`src/lane_timeout_pkg.sv`:
```
// register map, field layouts, reset values and response codes of the lane enumeration and timeout bank
package lane_timeout_pkg;

   // ----------------------------------------------------------------
   // bus widths
   // ----------------------------------------------------------------
   localparam int ADDR_W = 12;
   localparam int DATA_W = 32;

   // ----------------------------------------------------------------
   // register offsets
   // ----------------------------------------------------------------
   localparam logic [11:0] OFF_SHARED_PLL_BLOCK_COUNT = 12'h008;
   localparam logic [11:0] OFF_LANE_TRANSCEIVER_COUNT = 12'h00c;
   localparam logic [11:0] OFF_ACCESS_TIMEOUT_ENABLE = 12'h010;
   localparam logic [11:0] OFF_ACCESS_TIMEOUT_VALUE = 12'h014;
   localparam logic [11:0] OFF_COMMON_BLOCK_SELECT = 12'h020;
   localparam logic [11:0] OFF_LANE_SELECT = 12'h024;

   // reconfiguration port window, both mailboxes
   localparam logic [11:0] PORT_WIN_LO = 12'h100;
   localparam logic [11:0] PORT_WIN_HI = 12'h2ff;

   // ----------------------------------------------------------------
   // field layouts
   // ----------------------------------------------------------------
   localparam int TMO_EN_BIT = 0;
   localparam int TMO_VAL_W = 12;
   localparam int PLL_SEL_W = 2;
   localparam int LANE_SEL_W = 4;

   // ----------------------------------------------------------------
   // reset values
   // ----------------------------------------------------------------
   localparam logic RST_TMO_EN = 1'b1;
   localparam logic [11:0] RST_TMO_VAL = 12'h080;
   localparam logic [1:0] RST_PLL_SEL = 2'h0;
   localparam logic [3:0] RST_LANE_SEL = 4'h0;

   // ----------------------------------------------------------------
   // responses
   // ----------------------------------------------------------------
   localparam logic [1:0] RESP_OKAY = 2'h0;
   localparam logic [1:0] RESP_SLVERR = 2'h2;

   // ----------------------------------------------------------------
   // lanes served by one shared pll block
   // ----------------------------------------------------------------
   localparam int LANES_PER_SHARED_PLL = 4;

endpackage : lane_timeout_pkg

```
`src/access_timer.sv`:
```
// up-counting access timer that flags an uncompleted reconfiguration access
`timescale 1ns/1ps
module access_timer
(
   input wire logic clk_sys,
   input wire logic rst_n,
   input wire logic arm,
   input wire logic run,
   input wire logic enable,
   input wire logic [lane_timeout_pkg::TMO_VAL_W-1:0] limit,
   output logic expired
);

   // ----------------------------------------------------------------
   // counter
   // ----------------------------------------------------------------
   localparam logic [lane_timeout_pkg::TMO_VAL_W-1:0] CNT_MAX = '1;

   logic [lane_timeout_pkg::TMO_VAL_W-1:0] cnt_r;
   logic [lane_timeout_pkg::TMO_VAL_W-1:0] cnt_nxt;
   logic expired_r;
   logic expired_nxt;

   always_comb
   begin
      cnt_nxt = cnt_r;
      expired_nxt = 1'b0;
      if (arm)
      begin
         cnt_nxt = '0;
      end
      else if (run)
      begin
         // saturate so a disabled timer never wraps into a false match
         if (cnt_r != CNT_MAX)
         begin
            cnt_nxt = cnt_r + 1'b1;
         end
         // flag is registered, so the answer lands limit + 2 cycles after the arm
         expired_nxt = enable && (cnt_r == limit);
      end
   end

   always_ff @(posedge clk_sys or negedge rst_n)
   begin
      if (!rst_n)
      begin
         cnt_r <= '0;
         expired_r <= 1'b0;
      end
      else
      begin
         cnt_r <= cnt_nxt;
         expired_r <= expired_nxt;
      end
   end

   assign expired = expired_r;

endmodule : access_timer

```
`src/lane_enum_and_access_timeout.sv`:
```
// axi4-lite register bank: lane and shared pll counts, selectors, access timeout, reconfiguration port stretch
//
// Function
// - a read of the shared pll count register returns the number of shared pll blocks, about one per four lanes.
// - a read of the lane count register returns the number of lane transceiver blocks, equal to the lane count.
// - bit 0 of the timeout enable register turns the access timeout on or off and resets to one.
// - an access ended by the timeout answers with a slave error response.
// - the low twelve bits of the timeout value register, reset 128, set the wait in axi clock cycles.
// - the timeout counter counts upward from zero to the field value, so software programs the wanted length minus two.
// - the whole timeout is the field value plus two cycles, and only 0 to 4094 may be programmed.
// - an access to the reconfiguration port holds its axi answer until the port access completes or the access timeout ends it.
`timescale 1ns/1ps
module lane_enum_and_access_timeout
#(
   parameter int NUM_LANES = 4,
   parameter int NUM_SHARED_PLL = (NUM_LANES + lane_timeout_pkg::LANES_PER_SHARED_PLL - 1) /
                                  lane_timeout_pkg::LANES_PER_SHARED_PLL
)
(
   input wire logic clk_sys,
   input wire logic reset_n,
   input wire logic [lane_timeout_pkg::ADDR_W-1:0] s_axi_awaddr,
   input wire logic s_axi_awvalid,
   output logic s_axi_awready,
   input wire logic [lane_timeout_pkg::DATA_W-1:0] s_axi_wdata,
   input wire logic [3:0] s_axi_wstrb,
   input wire logic s_axi_wvalid,
   output logic s_axi_wready,
   output logic [1:0] s_axi_bresp,
   output logic s_axi_bvalid,
   input wire logic s_axi_bready,
   input wire logic [lane_timeout_pkg::ADDR_W-1:0] s_axi_araddr,
   input wire logic s_axi_arvalid,
   output logic s_axi_arready,
   output logic [lane_timeout_pkg::DATA_W-1:0] s_axi_rdata,
   output logic [1:0] s_axi_rresp,
   output logic s_axi_rvalid,
   input wire logic s_axi_rready,
   output logic reconfiguration_port_req,
   output logic reconfiguration_port_we,
   output logic [lane_timeout_pkg::ADDR_W-1:0] reconfiguration_port_addr,
   output logic [lane_timeout_pkg::DATA_W-1:0] reconfiguration_port_wdata,
   input wire logic reconfiguration_port_ack,
   input wire logic [lane_timeout_pkg::DATA_W-1:0] reconfiguration_port_rdata,
   output logic [lane_timeout_pkg::PLL_SEL_W-1:0] common_block_select,
   output logic [lane_timeout_pkg::LANE_SEL_W-1:0] lane_select
);

   // ----------------------------------------------------------------
   // functions
   // ----------------------------------------------------------------
   function automatic logic in_port_window(input logic [lane_timeout_pkg::ADDR_W-1:0] a);
      in_port_window = (a >= lane_timeout_pkg::PORT_WIN_LO) && (a <= lane_timeout_pkg::PORT_WIN_HI);
   endfunction : in_port_window

   function automatic logic [31:0] merge_bytes(input logic [31:0] old_v, input logic [31:0] new_v,
                                               input logic [3:0] strb);
      for (int i = 0; i < 4; i++)
      begin
         merge_bytes[i*8 +: 8] = strb[i] ? new_v[i*8 +: 8] : old_v[i*8 +: 8];
      end
   endfunction : merge_bytes

   // ----------------------------------------------------------------
   // reset release
   // ----------------------------------------------------------------
   logic rst_meta_r;
   logic rst_n;

   always_ff @(posedge clk_sys or negedge reset_n)
   begin
      if (!reset_n)
      begin
         rst_meta_r <= 1'b0;
         rst_n <= 1'b0;
      end
      else
      begin
         rst_meta_r <= 1'b1;
         rst_n <= rst_meta_r;
      end
   end

   // ----------------------------------------------------------------
   // bus state machine and registers
   // ----------------------------------------------------------------
   typedef enum logic [2:0] {ST_IDLE, ST_WTAKE, ST_RTAKE, ST_PORT, ST_BRESP, ST_RRESP} bus_state_e;

   localparam logic [31:0] SHARED_PLL_COUNT = 32'(NUM_SHARED_PLL);
   localparam logic [31:0] LANE_COUNT = 32'(NUM_LANES);

   bus_state_e state_r, state_nxt;
   logic port_write_r, port_write_nxt;
   logic awready_r, awready_nxt;
   logic wready_r, wready_nxt;
   logic arready_r, arready_nxt;
   logic bvalid_r, bvalid_nxt;
   logic rvalid_r, rvalid_nxt;
   logic [1:0] bresp_r, bresp_nxt;
   logic [1:0] rresp_r, rresp_nxt;
   logic [31:0] rdata_r, rdata_nxt;
   logic preq_r, preq_nxt;
   logic [lane_timeout_pkg::ADDR_W-1:0] paddr_r, paddr_nxt;
   logic [31:0] pwdata_r, pwdata_nxt;
   logic tmo_en_r, tmo_en_nxt;
   logic [lane_timeout_pkg::TMO_VAL_W-1:0] tmo_val_r, tmo_val_nxt;
   logic [lane_timeout_pkg::PLL_SEL_W-1:0] pll_sel_r, pll_sel_nxt;
   logic [lane_timeout_pkg::LANE_SEL_W-1:0] lane_sel_r, lane_sel_nxt;
   logic timer_arm;
   logic [1:0] end_resp;
   logic timer_expired;
   logic [31:0] merged;

   access_timer u_timer
   (
      .clk_sys(clk_sys),
      .rst_n(rst_n),
      .arm(timer_arm),
      .run(state_r == ST_PORT),
      .enable(tmo_en_r),
      .limit(tmo_val_r),
      .expired(timer_expired)
   );

   always_comb
   begin
      state_nxt = state_r;
      port_write_nxt = port_write_r;
      awready_nxt = 1'b0;
      wready_nxt = 1'b0;
      arready_nxt = 1'b0;
      bvalid_nxt = bvalid_r;
      rvalid_nxt = rvalid_r;
      bresp_nxt = bresp_r;
      rresp_nxt = rresp_r;
      rdata_nxt = rdata_r;
      preq_nxt = 1'b0;
      paddr_nxt = paddr_r;
      pwdata_nxt = pwdata_r;
      tmo_en_nxt = tmo_en_r;
      tmo_val_nxt = tmo_val_r;
      pll_sel_nxt = pll_sel_r;
      lane_sel_nxt = lane_sel_r;
      timer_arm = 1'b0;
      end_resp = lane_timeout_pkg::RESP_OKAY;
      merged = '0;
      unique case (state_r)
         ST_IDLE:
         begin
            // writes win over reads when both arrive together
            if (s_axi_awvalid && s_axi_wvalid)
            begin
               awready_nxt = 1'b1;
               wready_nxt = 1'b1;
               state_nxt = ST_WTAKE;
            end
            else if (s_axi_arvalid)
            begin
               arready_nxt = 1'b1;
               state_nxt = ST_RTAKE;
            end
         end
         ST_WTAKE:
         begin
            bresp_nxt = lane_timeout_pkg::RESP_OKAY;
            if (in_port_window(s_axi_awaddr))
            begin
               preq_nxt = 1'b1;
               port_write_nxt = 1'b1;
               paddr_nxt = s_axi_awaddr;
               pwdata_nxt = s_axi_wdata;
               timer_arm = 1'b1;
               state_nxt = ST_PORT;
            end
            else
            begin
               bvalid_nxt = 1'b1;
               state_nxt = ST_BRESP;
               unique case (s_axi_awaddr)
                  lane_timeout_pkg::OFF_ACCESS_TIMEOUT_ENABLE:
                  begin
                     merged = merge_bytes({31'h0, tmo_en_r}, s_axi_wdata, s_axi_wstrb);
                     tmo_en_nxt = merged[lane_timeout_pkg::TMO_EN_BIT];
                  end
                  lane_timeout_pkg::OFF_ACCESS_TIMEOUT_VALUE:
                  begin
                     merged = merge_bytes({20'h0, tmo_val_r}, s_axi_wdata, s_axi_wstrb);
                     tmo_val_nxt = merged[lane_timeout_pkg::TMO_VAL_W-1:0];
                  end
                  lane_timeout_pkg::OFF_COMMON_BLOCK_SELECT:
                  begin
                     merged = merge_bytes({30'h0, pll_sel_r}, s_axi_wdata, s_axi_wstrb);
                     pll_sel_nxt = merged[lane_timeout_pkg::PLL_SEL_W-1:0];
                  end
                  lane_timeout_pkg::OFF_LANE_SELECT:
                  begin
                     merged = merge_bytes({28'h0, lane_sel_r}, s_axi_wdata, s_axi_wstrb);
                     lane_sel_nxt = merged[lane_timeout_pkg::LANE_SEL_W-1:0];
                  end
                  default: merged = '0;
               endcase
            end
         end
         ST_RTAKE:
         begin
            rresp_nxt = lane_timeout_pkg::RESP_OKAY;
            if (in_port_window(s_axi_araddr))
            begin
               preq_nxt = 1'b1;
               port_write_nxt = 1'b0;
               paddr_nxt = s_axi_araddr;
               timer_arm = 1'b1;
               state_nxt = ST_PORT;
            end
            else
            begin
               rvalid_nxt = 1'b1;
               state_nxt = ST_RRESP;
               unique case (s_axi_araddr)
                  lane_timeout_pkg::OFF_SHARED_PLL_BLOCK_COUNT: rdata_nxt = SHARED_PLL_COUNT;
                  lane_timeout_pkg::OFF_LANE_TRANSCEIVER_COUNT: rdata_nxt = LANE_COUNT;
                  lane_timeout_pkg::OFF_ACCESS_TIMEOUT_ENABLE: rdata_nxt = {31'h0, tmo_en_r};
                  lane_timeout_pkg::OFF_ACCESS_TIMEOUT_VALUE: rdata_nxt = {20'h0, tmo_val_r};
                  lane_timeout_pkg::OFF_COMMON_BLOCK_SELECT: rdata_nxt = {30'h0, pll_sel_r};
                  lane_timeout_pkg::OFF_LANE_SELECT: rdata_nxt = {28'h0, lane_sel_r};
                  default: rdata_nxt = '0;
               endcase
            end
         end
         ST_PORT:
         begin
            // completion beats an expiry seen in the same cycle; a late ack after expiry is dropped
            if (reconfiguration_port_ack || timer_expired)
            begin
               end_resp = reconfiguration_port_ack ? lane_timeout_pkg::RESP_OKAY :
                  lane_timeout_pkg::RESP_SLVERR;
               if (port_write_r)
               begin
                  bresp_nxt = end_resp;
                  bvalid_nxt = 1'b1;
                  state_nxt = ST_BRESP;
               end
               else
               begin
                  rdata_nxt = reconfiguration_port_ack ? reconfiguration_port_rdata : '0;
                  rresp_nxt = end_resp;
                  rvalid_nxt = 1'b1;
                  state_nxt = ST_RRESP;
               end
            end
         end
         ST_BRESP:
         begin
            if (s_axi_bready)
            begin
               bvalid_nxt = 1'b0;
               state_nxt = ST_IDLE;
            end
         end
         ST_RRESP:
         begin
            if (s_axi_rready)
            begin
               rvalid_nxt = 1'b0;
               state_nxt = ST_IDLE;
            end
         end
         default:
         begin
            state_nxt = ST_IDLE;
         end
      endcase
   end

   always_ff @(posedge clk_sys or negedge rst_n)
   begin
      if (!rst_n)
      begin
         state_r <= ST_IDLE;
         port_write_r <= 1'b0;
         awready_r <= 1'b0;
         wready_r <= 1'b0;
         arready_r <= 1'b0;
         bvalid_r <= 1'b0;
         rvalid_r <= 1'b0;
         bresp_r <= lane_timeout_pkg::RESP_OKAY;
         rresp_r <= lane_timeout_pkg::RESP_OKAY;
         rdata_r <= '0;
         preq_r <= 1'b0;
         paddr_r <= '0;
         pwdata_r <= '0;
         tmo_en_r <= lane_timeout_pkg::RST_TMO_EN;
         tmo_val_r <= lane_timeout_pkg::RST_TMO_VAL;
         pll_sel_r <= lane_timeout_pkg::RST_PLL_SEL;
         lane_sel_r <= lane_timeout_pkg::RST_LANE_SEL;
      end
      else
      begin
         state_r <= state_nxt;
         port_write_r <= port_write_nxt;
         awready_r <= awready_nxt;
         wready_r <= wready_nxt;
         arready_r <= arready_nxt;
         bvalid_r <= bvalid_nxt;
         rvalid_r <= rvalid_nxt;
         bresp_r <= bresp_nxt;
         rresp_r <= rresp_nxt;
         rdata_r <= rdata_nxt;
         preq_r <= preq_nxt;
         paddr_r <= paddr_nxt;
         pwdata_r <= pwdata_nxt;
         tmo_en_r <= tmo_en_nxt;
         tmo_val_r <= tmo_val_nxt;
         pll_sel_r <= pll_sel_nxt;
         lane_sel_r <= lane_sel_nxt;
      end
   end

   // ----------------------------------------------------------------
   // outputs
   // ----------------------------------------------------------------
   assign s_axi_awready = awready_r;
   assign s_axi_wready = wready_r;
   assign s_axi_bresp = bresp_r;
   assign s_axi_bvalid = bvalid_r;
   assign s_axi_arready = arready_r;
   assign s_axi_rdata = rdata_r;
   assign s_axi_rresp = rresp_r;
   assign s_axi_rvalid = rvalid_r;
   assign reconfiguration_port_req = preq_r;
   assign reconfiguration_port_we = port_write_r;
   assign reconfiguration_port_addr = paddr_r;
   assign reconfiguration_port_wdata = pwdata_r;
   assign common_block_select = pll_sel_r;
   assign lane_select = lane_sel_r;

endmodule : lane_enum_and_access_timeout

```
`config.mk`:
```
export PLATFORM = sky130hd
export DESIGN_NAME = lane_enum_and_access_timeout
export DESIGN_NICKNAME = d
export VERILOG_FILES = /design/src/lane_timeout_pkg.sv /design/src/access_timer.sv /design/src/lane_enum_and_access_timeout.sv
export SDC_FILE = /design/constraint.sdc
export NUM_CORES = 1
export LEC_CHECK = 0
export ABC_AREA = 1
export BUFFER_PORTS_ARGS = -buffer_cell sky130_fd_sc_hd__buf_2
export CAP_MARGIN = 5
export CELL_PAD_IN_SITES_DETAIL_PLACEMENT = 1
export CELL_PAD_IN_SITES_GLOBAL_PLACEMENT = 1
export CORE_MARGIN = 8
export CORE_UTILIZATION = 35
export CTS_BUF_LIST = sky130_fd_sc_hd__clkbuf_8
export DETAILED_ROUTE_END_ITERATION = 8
export PLACE_DENSITY = 0.79
export SYNTH_ARGS = -nofsm -noshare
export SYNTH_HDL_FRONTEND = slang
export SYNTH_SLANG_ARGS = --single-unit
```
`constraint.sdc`:
```
create_clock -name clk_sys -period 5.83 [get_ports clk_sys]
set_input_delay 0.2915 -clock clk_sys [delete_from_list [all_inputs] [get_ports clk_sys]]
set_output_delay 0.2915 -clock clk_sys [all_outputs]
set_load 0.05 [all_outputs]
```
==> reports/metrics.yaml, run 1 <==
power_density_nw_per_um2: 534
clkLatencyLatePin_ns: 0.43
antenna_found_initial: 0
clk_path_buf_depth: 2
holdCritStartpoint: "s_axi_wdata[27]"
multi_input_area_sq_um: 2280
drive_gt1_share_pct: 29.5
crit_path_top_delay_cell: "inv_1"
dr.pass1.iters: 4
r2r-start: "state_r[0]$_DFFE_PN0P_"
root_buffer: "clkbuf_8"
yosysMostFrequentCell: "nand2_1"
synth.area.top_cells: "dfrtp_1 52%, nand2_1 15%, o21ai_0 5.0%"
required_ns: 6.17
path_class: "reg -> reg"
ys_warn_count: 0
cp-start-kind: "flop"
grt_pass1_wl_mm: 30.3
dp_hpwl_mm: 14.1
synth.avg_cell_area_sq_um: 8.31
wl_per_cell_um: 17.0
fin_tns_setup_ns: 0
grt_max_degree: 72
core_sq_um: 15900
start_util_pct: 35.7
end_kind: "flop"
die_h_um: 143
path_delay_family: "buffers and inverters"
cp_max_fo: 32
internal_power_w: 0.00201
clock-skew-final_ns: 0.00972
drc: 0
io_buffers: 188
peakVddDrop_mv: 0.322
synth_top_area_share_pct: 52.5
area_delta_synth_final_pct: 27.1
finalHoldViolCount: 0
vias: 5234
switching_share_pct: 47.9
rows: 46
drt_iter0_drc: 179
relSlewSlack_pct: 25.4
ys_ff_latch: 121
yosysTopAreaCell: "dfrtp_1"
postPlaceCellArea_sq_um: 6760
first_global_vias: 5781
clk_pin_slew_ns: 0.07
yosysUniqueCellTypes: 44
async_flop_share_pct: 100
postRouteAntennaNets: 0
rsz0062_at_grt: "false"
path_buf_inv: 2
fill_cells: 2026
maxCapViolCount: 0
worst-slew-pin-transition_ns: 1.12
ys_seq_area_share_pct: 53.4
ys.flop_type: "dfrtp_1"
drv_slew: 0
grt.total_usage_pct: 18.9
yosys-top-cells-count: "223 x nand2_1, 119 x dfrtp_1, 61 x nor2_1"
r2r_cells: 6
regArea_sq_um: 3030
io_pins: 193
setup-violations-final: 0
worst_ep_arrival_time_ns: 2.86
via_per_inst: 4.77
synthCells: 683
synth_edf_count: 0
status: "finished, final reports clean"
cp_cell_sequence: "nand3_4, inv_2, nand2_1, inv_1, a22oi_1, o21ai_0"
hold_depth: 3
min_path_type: "in -> reg"
die_x_um: 143
clkPwrFrac_pct: 22.2
slowest_delay_ns: 0.81
switchingPower_w: 0.00184
finalCriticalPeriod_ns: 2.51
place_congestion: 0.838
cp-startpoint: "state_r[0]$_DFFE_PN0P_"
post_cts_resized: 0
seqPwrFrac_pct: 32.9
final_nets: 970
syn_area_sq_um: 5680
ctsHtreeMaxLevel: 4
p_comb_share_pct: 44.9
cts_buffers: 17
grt-ovfl-total: 0
fmax_mhz: 398
p_leak_nw: 3.74
path_depth: 6
dieArea_sq_um: 20600
final_cell_area_sq_um: 7220
cts_num_sinks: 121
cts_tree: "done"
wl_mm: 18.6
period_share_pct: 43.1
[cell families (layout without fill, tap and decap cells)]
kind of cell	after synthesis	after routing	share of synthesized area (%)
flops	121	121	53.4
fa+ha+maj	1	1	0.220
compound gates	125	125	12.8
buf+inv	79	276	6.48
xor+xnor	7	7	1.08
other cells	2	4	0.132
simple gates	348	348	25.9
[worst min-delay path, stage by stage]
cell and delay, ns:
buf_2 0.07, nand2_1 0.04, nand2_1 0.04
[cell type report]
class | instances | share of cell area [%]
diodes | 1 | 0.0347
clock buffers | 19 | 3.62
clock inverters | 12 | 2.53
inverters | 52 | 2.81
multi-input cells | 484 | 31.6
flip-flops and latches | 121 | 42.0
well taps | 216 | 3.74
repair buffers | 193 | 13.6
[path summary, 6_finish.rpt]
check | to | slack, ns
setup reg to reg | s_axi_rdata[3]$_DFFE_PN0P_ | 3.32
hold / removal | reconfiguration_port_wdata[27]$_DFFE_PN0P_ | 0.05
max in group asynchronous | lane_select[3]$_DFFE_PN0P_ | 4.17
hold reg to reg | rst_n$_DFF_PN0_ | 0.36
min in group asynchronous | rst_n$_DFF_PN0_ | 0.17
setup / recovery | s_axi_rdata[3]$_DFFE_PN0P_ | 3.32
[metal layers]
metal  part of all wire, %  vias up  track usage, %  routed length (um)
met5                     0        -               0                   0
met4                   1.7        0            7.30                 318
met3                   7.5       20            6.97                1390
met2                    49      138            31.6                9210
met1                    41     2509            21.7                7710
li1                      -     2567               -                   -
[cells in the final DEF (no fill, tap or decap), types with 2 or more instances in the layout]
master / n
dfrtp_1: 118
nand2_4: 2
buf_2: 188
o21ai_0: 57
nor2_1: 61
dfstp_2: 2
inv_1: 50
bufinv_16: 5
o21ai_1: 3
nor2_2: 5
a221oi_1: 2
clkbuf_8: 19
o22ai_1: 2
inv_4: 3
nand3_2: 3
inv_2: 3
a31oi_1: 10
o31ai_1: 4
nand2_1: 223
a211oi_1: 2
nand4_1: 3
o211ai_1: 2
buf_4: 4
a21oi_1: 29
clkinv_2: 2
or2_2: 4
nand2_2: 4
xnor2_1: 3
o21ai_2: 9
nand3_1: 32
nor3_1: 5
conb_1: 3
xor2_1: 4
[timing repair]
action / CTS / global route
endpoints found under the hold margin: 2 / 0
setup buffers: 0 / 0
setup endpoints to repair: 0 / 0
hold buffers: 1 / 0
[sequential cells by signal (all words and copies together), names as in the netlist]
register,flops
common_block_select,2
lane_select,4
reconfiguration_port_addr,12
reconfiguration_port_req,1
reconfiguration_port_wdata,32
reconfiguration_port_we,1
rst_meta_r,1
rst_n,1
s_axi_arready,1
s_axi_bresp,1
s_axi_bvalid,1
s_axi_rdata,32
s_axi_rresp,1
s_axi_rvalid,1
s_axi_wready,1
state_r,3
tmo_en_r,1
tmo_val_r,12
u_timer.cnt_r,12
u_timer.expired,1
[power by group through the flow]
| stage | sequential (W) | clock (W) | combinational [W] |
|---|---|---|---|
| floorplan | 0.00206 | 0 | 0.000521 |
| global placement | 0.00127 | 0 | 0.00172 |
| detailed placement | 0.00128 | 0 | 0.00175 |
| CTS | 0.00127 | 0.000877 | 0.00176 |
| global route | 0.00131 | 0.000915 | 0.00187 |
| finish | 0.00127 | 0.000854 | 0.00173 |
[metrics by stage]
stage	util (%)	worst slack (ns)	instances	total power, W	hold slack, ns
final	45.4	3.32	1098	0.00385	0.0457
after global routing	45.4	3.07	1097	0.00409	0.0265
after CTS	45.4	3.29	1097	0.00391	0.0145
after detailed placement	42.6	3.36	1065	0.00303	0.0791
after global placement	42.6	3.33	1065	0.00299	0.0764
after floorplan	-	2.21	684	0.00258	-0.00409
(Power assumes the default switching activity.)
==> run 2, diff against run 1 <==
==> constraint.sdc (replaced) <==
create_clock -name clk_sys -period 2.5 [get_ports clk_sys]
set_input_delay 0.125 -clock clk_sys [delete_from_list [all_inputs] [get_ports clk_sys]]
set_output_delay 0.125 -clock clk_sys [all_outputs]
set_load 0.05 [all_outputs]
==> run 2 against run 1 <==
Clock-buffer cell count is the same. Critical path depth rose by 3. Largest cell class unchanged. Core utilization up 5.5 points. Critical path type unchanged. Global-route usage is 2.9 points higher. Register-to-register slack worse by 3.1 ns. Maximum frequency increased by 8.4%.
==> reports/metrics.yaml, run 2 (synthesis gave the netlist of run 1 again) <==
clk_path_buf_depth: 2
p_leak_nw: 4.11
mostFrequentLayoutCells: "223 x nand2_1, 188 x buf_2, 118 x dfrtp_1, 85 x dlygate4sd3_1, 61 x nor2_1"
finalCriticalPeriod_ns: 2.32
clkPwrFrac_pct: 19.8
maxCapViolCount: 0
worstHoldEndpoint: "s_axi_rdata[2]$_DFFE_PN0P_"
path_class: "reg -> reg"
grt-ovfl-total: 0
wl_mm: 21.5
cts_tree: "done"
end_kind: "flop"
postRouteAntennaNets: 0
drt_iter0_drc: 224
root_buffer: "clkbuf_8"
required_ns: 2.89
final_common_cell: "nand2_1"
wl_per_cell_um: 18.1
fin_tns_setup_ns: 0
cts_buffers: 17
p_comb_share_pct: 47.6
io_pins: 193
rsz0062_at_grt: "false"
grt_max_degree: 54
postPlaceCellArea_sq_um: 6840
layout.cells.non_filler: 1191
drive_gt1_share_pct: 27.5
min_path_type: "in -> reg"
ctsHtreeMaxLevel: 4
die_h_um: 143
grt_pass1_wl_mm: 34.5
clock-skew-final_ns: 0.0113
clkLatencyLatePin_ns: 0.45
dp_cells: 1072
final_cell_area_sq_um: 8090
clk_pin_slew_ns: 0.07
start_util_pct: 35.7
core_sq_um: 15900
fmax_mhz: 431
io_buffers: 188
hold_depth: 3
rows: 46
worst_ep_arrival_time_ns: 2.70
cp-start-kind: "flop"
dieArea_sq_um: 20600
seqPwrFrac_pct: 32.6
dp_hpwl_mm: 14.5
dr.pass1.iters: 4
drc: 0
timing.reg2reg.setup_slack_ns: 0.18
vias: 5731
die_x_um: 143
r2r_cells: 9
final_nets: 1061
holdCritStartpoint: "reconfiguration_port_rdata[2]"
switchingPower_w: 0.00450
internal_power_w: 0.00469
post_cts_resized: 0
r2r-start: "state_r[2]$_DFFE_PN0P_"
period_share_pct: 92.7
antenna_found_initial: 1
fill_cells: 1980
r2r-end: "reconfiguration_port_addr[7]$_DFFE_PN0P_"
setup-violations-final: 0
drv_slew: 0
via_per_inst: 4.81
status: "finished, final reports clean"
power_density_nw_per_um2: 1140
cp_max_fo: 16
worst-slew-pin-transition_ns: 0.667
place_congestion: 0.816
cts_num_sinks: 121
area_delta_synth_final_pct: 42.6
grt.total_usage_pct: 21.8
relSlewSlack_pct: 55.5
finalHoldViolCount: 0
first_global_vias: 6572
peakVddDrop_mv: 0.663
switching_share_pct: 48.9
-- run 2: worst max-delay path, cell delays in order, from the launching register on --
cell and delay, ns:
dfrtp_1 0.46, inv_4 0.13, nand2_2 0.07, nor2_4 0.10, inv_2 0.12, o21ai_4 0.30
buf_4 0.27, nor2_1 0.06, a31oi_1 0.16, dlygate4sd3_1 0.57
-- run 2: final cells by class --
type / instances / area, sq um / area share (%)
Clock inverter: 13 / 138 / 1.70
Sequential cell: 121 / 3030 / 37.5
Tap cell: 216 / 270 / 3.34
Inverter: 52 / 203 / 2.50
Timing Repair Buffer: 284 / 1900 / 23.5
Antenna cell: 2 / 5.00 / 0.0618
Clock buffer: 19 / 262 / 3.23
Multi-Input combinational cell: 484 / 2280 / 28.2
-- run 2: repair_timing --
action	4_1_cts	5_1_grt
endpoints found under the hold margin	86	0
buffers inserted	0	0
hold buffers	85	0
-- run 2: worst max path at each step --
stage | startpoint | end | slack (ns)
detailed placement | state_r[2]$_DFFE_PN0P_ | s_axi_rdata[8]$_DFFE_PN0P_ | 0.63
global route | state_r[2]$_DFFE_PN0P_ | reconfiguration_port_addr[4]$_DFFE_PN0P_ | 0.004
CTS | state_r[2]$_DFFE_PN0P_ | reconfiguration_port_addr[5]$_DFFE_PN0P_ | 0.19
finish | state_r[2]$_DFFE_PN0P_ | reconfiguration_port_addr[7]$_DFFE_PN0P_ | 0.18
floorplan | rst_n$_DFF_PN0_ | common_block_select[0]$_DFFE_PN0P_ | 0.48
global placement | state_r[0]$_DFFE_PN0P_ | state_r[0]$_DFFE_PN0P_ | 0.67
-- run 2: per-stage QoR --
step	util, %	power (W)	worst slack (ns)	hold WS [ns]
2_1_floorplan	-	0.00602	0.483	-0.171
3_3_place_gp	43.0	0.00704	0.674	-0.0887
3_5_place_dp	43.0	0.00714	0.633	-0.0861
4_1_cts	50.9	0.00920	0.194	0.00338
5_1_grt	50.9	0.00972	0.00428	0.0238
6_report	50.9	0.00919	0.182	0.0297
-- run 2: per-layer routing --
metal | vias to the layer above | share of wire (%) | wire length [um] | GRT usage, %
met2 | 155 | 52 | 11200 | 38.6
met1 | 2773 | 39 | 8350 | 23.1
met3 | 46 | 6.2 | 1330 | 7.76
met5 | - | 0 | 0 | 0
met4 | 0 | 2.9 | 621 | 9.35
li1 | 2757 | - | - | -
-- run 2: power groups by stage --
| stage | logic [W] | registers [W] | clock network, W |
|---|---|---|---|
| 2_1_floorplan | 0.00121 | 0.00480 | 0 |
| 5_1_grt | 0.00469 | 0.00307 | 0.00196 |
| 4_1_cts | 0.00436 | 0.00297 | 0.00187 |
| 3_5_place_dp | 0.00415 | 0.00299 | 0 |
| 3_3_place_gp | 0.00407 | 0.00297 | 0 |
| 6_report | 0.00438 | 0.00299 | 0.00182 |
